**config.mk**
```make
export PLATFORM = sky130hd
export DESIGN_NAME = irc_carrier_gen
export DESIGN_NICKNAME = d
export VERILOG_FILES = /design/src/hw/irc_carrier_gen.v
export VERILOG_INCLUDE_DIRS = /design/src /design/src/hw
export SDC_FILE = /design/constraint.sdc
export NUM_CORES = 1
export LEC_CHECK = 0
export ABC_AREA = 1
export ABC_CLOCK_PERIOD_IN_PS = 4600
export BUFFER_PORTS_ARGS = -buffer_cell sky130_fd_sc_hd__buf_2
export CAP_MARGIN = 20
export CORE_ASPECT_RATIO = 0.9
export CORE_MARGIN = 2
export CORE_UTILIZATION = 35
export CTS_CLUSTER_DIAMETER = 50
export DETAILED_ROUTE_END_ITERATION = 7
export PLACE_DENSITY_LB_ADDON = 0.15
export SETUP_SLACK_MARGIN = 0.02
export SLEW_MARGIN = 20
export SYNTH_ARGS = -nofsm -noshare
export SYNTH_HDL_FRONTEND = slang
export SYNTH_SLANG_ARGS = --single-unit
```
**constraint.sdc**
```tcl
create_clock -name ref_clk -period 4.6 [get_ports ref_clk]
set_input_delay 0.23 -clock ref_clk [delete_from_list [all_inputs] [get_ports ref_clk]]
set_output_delay 0.23 -clock ref_clk [all_outputs]
set_load 0.02 [all_outputs]
```
**src/hw/irc_defines.vh**
```
/*
  Constants for the infrared carrier generator: reset values, field widths and
  the transfer timing of the output-enable and high-width latches.
  Assumes inclusion by bare name from the design file.
*/
`ifndef IRC_DEFINES_VH
`define IRC_DEFINES_VH

// ****************************************
// Widths and reset values
// ****************************************
`define IRC_CNT_W        8
`define IRC_CNT_RST      8'h00
`define IRC_CMP_RST      8'h00

// ****************************************
// Timing counts in count clocks
// ****************************************
`define IRC_HW_XFER_CLKS 2'h3
`define IRC_OE_XFER_CLKS 2'h2

`endif

```
**src/hw/irc_carrier_gen.v**
```verilog
/*
  Infrared carrier generator: an 8-bit counter alternates between a low-width
  and a high-width compare, toggling a carrier clock; a gating event from an
  external event counter moves the master output-enable bit into the slave bit,
  which gates the carrier onto the output pin.
  Assumes ref_clk at 200 MHz, count_tick a single-cycle enable from the count
  clock prescaler on ref_clk, and event_counter_irq / high_width_compare from
  another clock domain (synchronised here).
*/
`timescale 1ns/1ps
`include "irc_defines.vh"

module irc_carrier_gen #(
  parameter CNT_W = `IRC_CNT_W
) (
  // Clock, reset, enable
  input  wire             ref_clk,
  input  wire             rstn,
  input  wire             clk_en,
  input  wire             count_tick,
  // Control bits
  input  wire             carrier_timer_enable,
  input  wire             event_counter_enable,
  input  wire             remote_output_enable,
  input  wire             output_enable_master,
  input  wire [CNT_W-1:0] low_width_compare,
  input  wire [CNT_W-1:0] high_width_compare,
  input  wire             high_width_write,
  // Event counter
  input  wire             event_counter_irq,
  // Status and outputs
  output reg              carrier_timer_irq,
  output reg              gating_transfer_event,
  output reg              output_enable_slave,
  output reg              carrier_clock,
  output reg              carrier_output_pin
);

  // ****************************************
  // Input synchronisers
  // ****************************************
  reg             irq_meta_q;
  reg             irq_sync_q;
  reg             wr_meta_q;
  reg             wr_sync_q;
  reg             wr_prev_q;
  reg [CNT_W-1:0] hw_meta_q;
  reg [CNT_W-1:0] hw_sync_q;

  always @(posedge ref_clk or negedge rstn) begin
    if (!rstn) begin
      irq_meta_q <= 1'b0;
      irq_sync_q <= 1'b0;
      wr_meta_q  <= 1'b0;
      wr_sync_q  <= 1'b0;
      wr_prev_q  <= 1'b0;
      hw_meta_q  <= `IRC_CMP_RST;
      hw_sync_q  <= `IRC_CMP_RST;
    end else if (clk_en) begin
      irq_meta_q <= event_counter_irq;
      irq_sync_q <= irq_meta_q;
      wr_meta_q  <= high_width_write;
      wr_sync_q  <= wr_meta_q;
      wr_prev_q  <= wr_sync_q;
      hw_meta_q  <= high_width_compare;
      hw_sync_q  <= hw_meta_q;
    end
  end

  wire wr_pulse = wr_sync_q & ~wr_prev_q;

  // ****************************************
  // Gating transfer event on count clock
  // ****************************************
  reg       irq_held_q;
  reg       gate_prev_q;
  reg [1:0] oe_cnt_q;
  reg       oe_pend_q;

  // Latch the irq until the next count clock so slow prescales do not miss it
  always @(posedge ref_clk or negedge rstn) begin
    if (!rstn) begin
      irq_held_q <= 1'b0;
    end else if (clk_en) begin
      if (irq_sync_q)
        irq_held_q <= 1'b1;
      else if (count_tick)
        irq_held_q <= 1'b0;
    end
  end

  // Event and its edge memory both step on count clocks only
  always @(posedge ref_clk or negedge rstn) begin
    if (!rstn) begin
      gating_transfer_event <= 1'b0;
      gate_prev_q           <= 1'b0;
    end else if (clk_en && count_tick) begin
      gating_transfer_event <= irq_held_q | irq_sync_q;
      gate_prev_q           <= gating_transfer_event;
    end
  end

  // ****************************************
  // Master to slave transfer
  // ****************************************
  wire gate_rise = gating_transfer_event & ~gate_prev_q;

  always @(posedge ref_clk or negedge rstn) begin
    if (!rstn) begin
      oe_cnt_q            <= 2'h0;
      oe_pend_q           <= 1'b0;
      output_enable_slave <= 1'b0;
    end else if (clk_en && count_tick) begin
      if (gate_rise) begin
        oe_pend_q <= 1'b1;
        oe_cnt_q  <= 2'h1;
      end else if (oe_pend_q) begin
        if (oe_cnt_q == `IRC_OE_XFER_CLKS) begin
          output_enable_slave <= output_enable_master;
          oe_pend_q           <= 1'b0;
        end else begin
          oe_cnt_q <= oe_cnt_q + 2'h1;
        end
      end
    end
  end

  // ****************************************
  // Counter, compare select and carrier clock
  // ****************************************
  reg [CNT_W-1:0] cnt_q;
  reg             sel_high_q;
  reg             first_q;
  reg [CNT_W-1:0] hw_active_q;
  reg [CNT_W-1:0] hw_latch_q;
  reg             hw_pend_q;
  reg [1:0]       hw_age_q;

  wire             run       = carrier_timer_enable;
  wire             step      = run && count_tick && !first_q;
  wire [CNT_W-1:0] cmp_value = sel_high_q ? hw_active_q : low_width_compare;
  wire             match     = (cnt_q == cmp_value);
  wire             hw_ready  = hw_pend_q && (hw_age_q == `IRC_HW_XFER_CLKS);
  wire             hw_take   = step && match && sel_high_q && hw_ready && !wr_pulse;

  // ****************************************
  // Start-up mask
  // ****************************************
  // One count clock is masked at start; carrier stays at default
  always @(posedge ref_clk or negedge rstn) begin
    if (!rstn) begin
      first_q <= 1'b1;
    end else if (clk_en) begin
      if (!run)
        first_q <= 1'b1;
      else if (count_tick)
        first_q <= 1'b0;
    end
  end

  // ****************************************
  // Counter
  // ****************************************
  always @(posedge ref_clk or negedge rstn) begin
    if (!rstn) begin
      cnt_q <= `IRC_CNT_RST;
    end else if (clk_en) begin
      if (!run)
        cnt_q <= `IRC_CNT_RST;
      else if (step && match)
        cnt_q <= `IRC_CNT_RST;
      else if (step)
        cnt_q <= cnt_q + {{(CNT_W-1){1'b0}}, 1'b1};
    end
  end

  // ****************************************
  // Compare select, carrier clock and irq
  // ****************************************
  always @(posedge ref_clk or negedge rstn) begin
    if (!rstn) begin
      sel_high_q    <= 1'b0;
      carrier_clock <= 1'b0;
    end else if (clk_en) begin
      if (!run) begin
        sel_high_q    <= 1'b0;
        carrier_clock <= 1'b0;
      end else if (step && match) begin
        sel_high_q    <= ~sel_high_q;
        carrier_clock <= ~carrier_clock;
      end
    end
  end

  always @(posedge ref_clk or negedge rstn) begin
    if (!rstn)
      carrier_timer_irq <= 1'b0;
    else if (clk_en)
      carrier_timer_irq <= step && match;
  end

  // ****************************************
  // High-width latch
  // ****************************************
  // New high width is held until it is old enough and the old value matches;
  // a write in the transfer cycle wins so the newest value is never lost
  always @(posedge ref_clk or negedge rstn) begin
    if (!rstn) begin
      hw_latch_q <= `IRC_CMP_RST;
      hw_pend_q  <= 1'b0;
      hw_age_q   <= 2'h0;
    end else if (clk_en) begin
      if (wr_pulse) begin
        hw_latch_q <= hw_sync_q;
        hw_pend_q  <= 1'b1;
        hw_age_q   <= 2'h0;
      end else if (hw_take) begin
        hw_pend_q <= 1'b0;
      end else if (count_tick && hw_pend_q && hw_age_q != `IRC_HW_XFER_CLKS) begin
        hw_age_q <= hw_age_q + 2'h1;
      end
    end
  end

  // ****************************************
  // Active high width
  // ****************************************
  // While stopped with no write pending the value is taken directly, as nothing is being compared
  always @(posedge ref_clk or negedge rstn) begin
    if (!rstn) begin
      hw_active_q <= `IRC_CMP_RST;
    end else if (clk_en) begin
      if (!run && !hw_pend_q)
        hw_active_q <= hw_sync_q;
      else if (hw_take)
        hw_active_q <= hw_latch_q;
    end
  end

  // ****************************************
  // Output gating
  // ****************************************
  reg cc_prev_q;
  reg gate_on_q;

  always @(posedge ref_clk or negedge rstn) begin
    if (!rstn)
      cc_prev_q <= 1'b0;
    else if (clk_en)
      cc_prev_q <= carrier_clock;
  end

  wire pin_allow = run && remote_output_enable;
  wire rise_cc   = carrier_clock && !cc_prev_q;

  // Gate opens only on a rising carrier edge, closes when carrier is low with the slave bit off or the pin is disallowed,
  // so a high pulse on the pin is cut short only by a stop or remote-off
  always @(posedge ref_clk or negedge rstn) begin
    if (!rstn) begin
      gate_on_q <= 1'b0;
    end else if (clk_en) begin
      if (!pin_allow)
        gate_on_q <= 1'b0;
      else if (output_enable_slave && rise_cc)
        gate_on_q <= 1'b1;
      else if (!output_enable_slave && !carrier_clock)
        gate_on_q <= 1'b0;
    end
  end

  // Pin trails the carrier by one clock so it comes straight from a flop
  always @(posedge ref_clk or negedge rstn) begin
    if (!rstn) begin
      carrier_output_pin <= 1'b0;
    end else if (clk_en) begin
      if (!pin_allow)
        carrier_output_pin <= 1'b0;
      else
        carrier_output_pin <= (gate_on_q || (output_enable_slave && !cc_prev_q)) && carrier_clock;
    end
  end

  // Event counter enable is not used by any logic in this module
  wire unused_ok = event_counter_enable;

endmodule // irc_carrier_gen

```
Word level (Yosys, flattened, before mapping)
Index checks and enable logic that the tools add are counted.

Add/sub/neg operators: 3. $mul: 0. Divide/modulo/power cells: 0. Order comparisons: 0. Equal/unequal tests: 10. Shifts and indexed selects: 0. Multiplexer cells: 28. Bitwise operators: 8. Reductions and logical operators: 41.

Operator list (count): $mux W8 (6); $logic_and A1 B1 Y1 (17); $mux W1 (16); $reduce_and A2 Y1 (8); $mux W2 (6); $reduce_bool A2 Y1 (5); $add A8 B1 Y8 const B (1); $eq A8 B8 Y1 (1); $ne A2 B2 Y1 const B (4); $logic_not A1 Y1 (7); $ne A3 B1 Y1 const B (2); $reduce_and A3 Y1 (2); $not A1 Y1 (5); $add A2 B1 Y2 const B (2); $eq A2 B2 Y1 const B (2); $reduce_and A4 Y1 (1); $and A1 B1 Y1 (2); $ne A2 B1 Y1 const B (1); $logic_or A1 B1 Y1 (1); $or A1 B1 Y1 (1).

Register bits: 62. Latch bits: 0. RAM bits: 0. Memory bits (read-only): 0. Input port bits: 26. Output and inout bits: 5. Word-level logic and storage cells: 115. Memories kept: 0.

Logic depth before layout (Yosys ltp)
Depth after elaboration: 8. Gate-level depth with buffers: 13. Mapped depth without buffers: 12.

Least setup slack after synthesis
No wires, ideal clock.

Path kind: reg2reg. From: register sel_high_q. To: register hw_active_q[0]. Setup time: 65 ps. Arrival: 1474 ps. Data required time: 4535 ps. Slack: 3061 ps. Cell stages (with the launch flop): 12. Buffers on the path: 1. Clock period less this slack: 1539 ps. Cell sequence: dfrtp_1 -> inv_2 -> buf_6 -> nand2_1 -> nand2_2 -> xor2_2 -> nand3_2 -> nor2_4 -> nand3_4 -> nand2_4 -> nand2_1 -> nand2_1.

Word-level cells in the longest chain between the ends: 8.

RTL lines: start: declaration (line irc_carrier_gen.v:132) `reg sel_high_q;`; start signal: assignment (line irc_carrier_gen.v:189) `sel_high_q <= ~sel_high_q;`; $mux W8 (line irc_carrier_gen.v:141) `wire [CNT_W-1:0] cmp_value = sel_high_q ? hw_active_q : low_width_compare;`; $eq A8 B8 Y1 (line irc_carrier_gen.v:142) `wire match = (cnt_q == cmp_value);`; $logic_and A1 B1 Y1 (line irc_carrier_gen.v:144) `wire hw_take = step && match && sel_high_q && hw_ready && !wr_pulse;`; $logic_and A1 B1 Y1 (*) (3 in a row) (line irc_carrier_gen.v:144); $reduce_bool A2 Y1 (no line) (*); $reduce_and A2 Y1 (no line) (*); end signal: assignment (line irc_carrier_gen.v:231) `` hw_active_q <= `IRC_CMP_RST; ``; end signal: assignment (line irc_carrier_gen.v:234) `hw_active_q <= hw_sync_q;`; end signal: assignment (line irc_carrier_gen.v:236) `hw_active_q <= hw_latch_q;`; end: declaration (line irc_carrier_gen.v:134) `reg [CNT_W-1:0] hw_active_q;`.

Every way passes the cells marked *; elsewhere a longest branch is shown, timed or not. A chain may end at the register's enable or synchronous reset.

Worst setup path after layout
From: register sel_high_q. To: register hw_active_q[5].

The elaborated chain is that of the path after synthesis.

==> impl_metrics.csv <==
group,metric,value,unit
yosys,synth-seq-area-share,0.510,
timing,min_period,2.16,ns
yosys,synth_top_area_frac,0.501,
clock_tree,clockBufferDepth,2,
worst_setup_path,rr_worst_depth,10,
cells_and_area,multi_input_area,1270,sq um
yosys,synthDistinctLibCells,30,
drt,num_vias,2381,
timing,fin_worst_skew,0.00914,ns
yosys,ys_top_cells_by_area,"dfrtp_1 50%, nand2_1 19%, o21ai_0 5.6%, inv_1 5.2%, nand3_1 4.1%",
drt,ant_nets,0,
cells_and_area,syn2layout_area_growth,13.8,%
drt,firstDrtPassIters,4,
drt,m1WireLength,3.27,mm
timing,timing.hold.ws,0.0626,ns
global_routing,grt_overflow_total,0,
yosys,synth.largest_area_cell,"dfrtp_1",
timing,setup_viol,0,
yosys,syn_nets,418,
timing,final.period_utilization,0.469,
drt,drc,0,
yosys,synth_xor_area_frac,0.0226,
worst_setup_path,arrival,2.42,ns
floorplan,die_h,92.5,um
worst_setup_path,cp-start-kind,"flop",
global_routing,grt_max_degree,63,
global_routing,grt_usage,0.145,
job,maxCapViolations,0,
timing,hold_viol,0,
drt,routedWlPerCell,11.3,um
cells_and_area,final_layout_size_suffix_gt1_frac,0.137,
clock_tree,htree_levels,3,
yosys,netlist_area,3040,sq um
yosys,async_flop_share,1.00,
yosys,synth_mux_area_frac,0,
timing,grt_setup_unrepaired,"no",
clock_tree,clk_pin_slew,0.07,ns
place,dp_hpwl,4.26,mm
clock_tree,ctsResizeCount,0,
pwr,power,1370,uW
cells_and_area,layout_common_cells,"151 x nand2_1, 61 x dfrtp_1, 42 x inv_1, 34 x o21ai_0, 29 x buf_2",
cells_and_area,nFillCells,904,
global_routing,grt_pass1_wl,10.7,mm
floorplan,die_area,9460,sq um
pwr,p_switching,407,uW
clock_tree,clkSinkCount,62,
yosys,synth_edf_count,0,
worst_setup_path,end_kind,"flop",
global_routing,grt_pass1_vias,2241,
floorplan,core,8530,sq um
pwr,p_comb_frac,0.171,
worst_setup_path,cp.required,4.86,ns
floorplan,ioPinCount,31,
place,port_buffers,29,
pwr,sequentialPowerShare,0.519,
drt,highest_layer,"met4",
timing,finalSetupTns,0,ns
timing,slew_headroom,0.390,
yosys,ys.flop_type,"dfrtp_1",
place,gp_congestion,0.875,
yosys,synthAdderAreaFrac,0.0123,
clock_tree,clockRootBuffer,"clkbuf_8",
floorplan,die_w,102,um
clock_tree,clk_latency,0.32,ns
worst_setup_path,r2r-start,"sel_high_q",
cells_and_area,ff_latch_area,1550,sq um
drt,dr_wl_met2,2.61,mm
yosys,synth_top_family_by_area,"simple AND/OR/NAND/NOR gates",
drt,viasPerCell,4.39,
clock_tree,cts_made_buffers,9,
cells_and_area,fin_nets,448,
drt,drt_iter0_drc,171,
hold_path,hp-class,"input pin to asynchronous set/reset pin",
run_status,status,"complete, no violations",
cells_and_area,n_antenna_cell,0,
clock_tree,post-cts-setup-buffer-count,0,
pwr,peakVddDrop,0.203,mV
drt,wirelength,6.12,mm
global_routing,antenna_found_initial,0,
yosys,synth-simple-area-share,0.308,
yosys,synth-seq-cells,62,
timing,final_max_slew_viol_count,0,
clock_tree,cts_hold_repair.buffers,0,
clock_tree,cts_tree,"done",
timing,setup_ws,2.44,ns
yosys,yosysWarnings,0,
pwr,powerDensity,396,nW/um^2
worst_setup_path,endpoint,"hw_active_q[5]",
place,pre_cts_slack,2.37,ns
timing,tightest_slew,0.912,ns
timing,max_freq,463,MHz
pwr,leakage,0.00177,uW
worst_setup_path,r2r_end,"hw_active_q[5]",
worst_setup_path,path_class,"flop to flop",
yosys,syn_avg_cell_area,7.83,sq um
pwr,p_clk_frac,0.310,
cells_and_area,final_common_cell,"nand2_1",
yosys,synth_compound_area_frac,0.0760,
floorplan,initial_core_util,0.357,
pwr,power_switching_share,0.297,
worst_setup_path,path_max_fanout,14,
yosys,postSynthCellCount,389,
pwr,intPower,965,uW
floorplan,num_rows,32,
worst_setup_path,crit_start,"sel_high_q",
drt,wl_met3,179,um
worst_setup_path,rrSetupSlack,2.44,ns
-- cells in the mapped netlist, types with 2 or more instances --
| cell | n |
|---|---|
| a21oi_1 | 5 |
| and3_1 | 2 |
| buf_2 | 2 |
| clkbuf_1 | 7 |
| dfrtp_1 | 61 |
| ha_1 | 3 |
| inv_1 | 42 |
| nand2_1 | 151 |
| nand2_2 | 3 |
| nand2_4 | 2 |
| nand3_1 | 25 |
| nand3_2 | 2 |
| nand4_1 | 5 |
| nor2_1 | 22 |
| nor3_1 | 3 |
| o21ai_0 | 34 |
| o31ai_1 | 2 |
| xor2_1 | 6 |
-- power by group through the flow --
stage | registers (uW) | clock network (uW) | logic (uW)
after floorplan | 712 | 0 | 172
after global placement | 722 | 0 | 230
after detailed placement | 726 | 0 | 238
after CTS | 715 | 442 | 239
after global routing | 728 | 464 | 283
final | 712 | 425 | 234
-- registers in the layout, indices dropped and copies added, names as in the netlist, 2 cells and up --
register / count
hw_meta_q: 8
oe_cnt_q: 2
hw_active_q: 8
cnt_q: 8
hw_sync_q: 8
hw_age_q: 2
hw_latch_q: 8
-- through the flow --
stage | area [sq um] | instances | util
after floorplan | 3040 | 389 | -
after global placement | 3290 | 527 | 0.386
after detailed placement | 3290 | 527 | 0.386
after CTS | 3460 | 542 | 0.406
after global routing | 3460 | 542 | 0.406
final | 3460 | 542 | 0.406
-- logic make-up (layout without fill, tap and decap cells) --
group / after synthesis / count (layout)
flip-flops: 62 / 62
adder cells (fa/ha/maj): 3 / 3
AO/OA/AOI/OAI: 44 / 44
XOR/XNOR: 7 / 7
buffers and inverters: 54 / 88
AND/OR/NAND/NOR: 219 / 219
-- worst min-delay path by stage --
stage          cells past startpoint                  end
5_1_grt                            3         hw_meta_q[1]
3_5_place_dp                       3         hw_meta_q[2]
3_3_place_gp                       3         hw_meta_q[7]
2_1_floorplan                      0        carrier_clock
4_1_cts                            3         hw_meta_q[2]
6_report                           2  output_enable_slave
-- critical path: stages, from the launching register on --
cell and delay (ns):
dfrtp_1 0.65, inv_2 0.24, o21ai_1 0.27, nand2_1 0.07, nand2_1 0.08, nand3_2 0.09
nor2_4 0.20, nand3_4 0.17, nand2_4 0.17, nand2_1 0.08, nand2_1 0.06
-- final cells by class --
type,instances,share of cell area
inverters,43,0.0466
clock buffers,11,0.0437
multi-input cells,273,0.368
flip-flops and latches,62,0.448
clock inverters,4,0.00650
repair buffers,30,0.0441
well taps,119,0.0430
-- per-layer routing --
layer / up-vias / GRT usage
met1: 1072 / 0.211
li1: 1277 / -
met5: - / 0
met3: 5 / 0.0309
met4: 0 / 0.0533
met2: 27 / 0.212
Note: power is estimated with default switching activity, not from simulation.
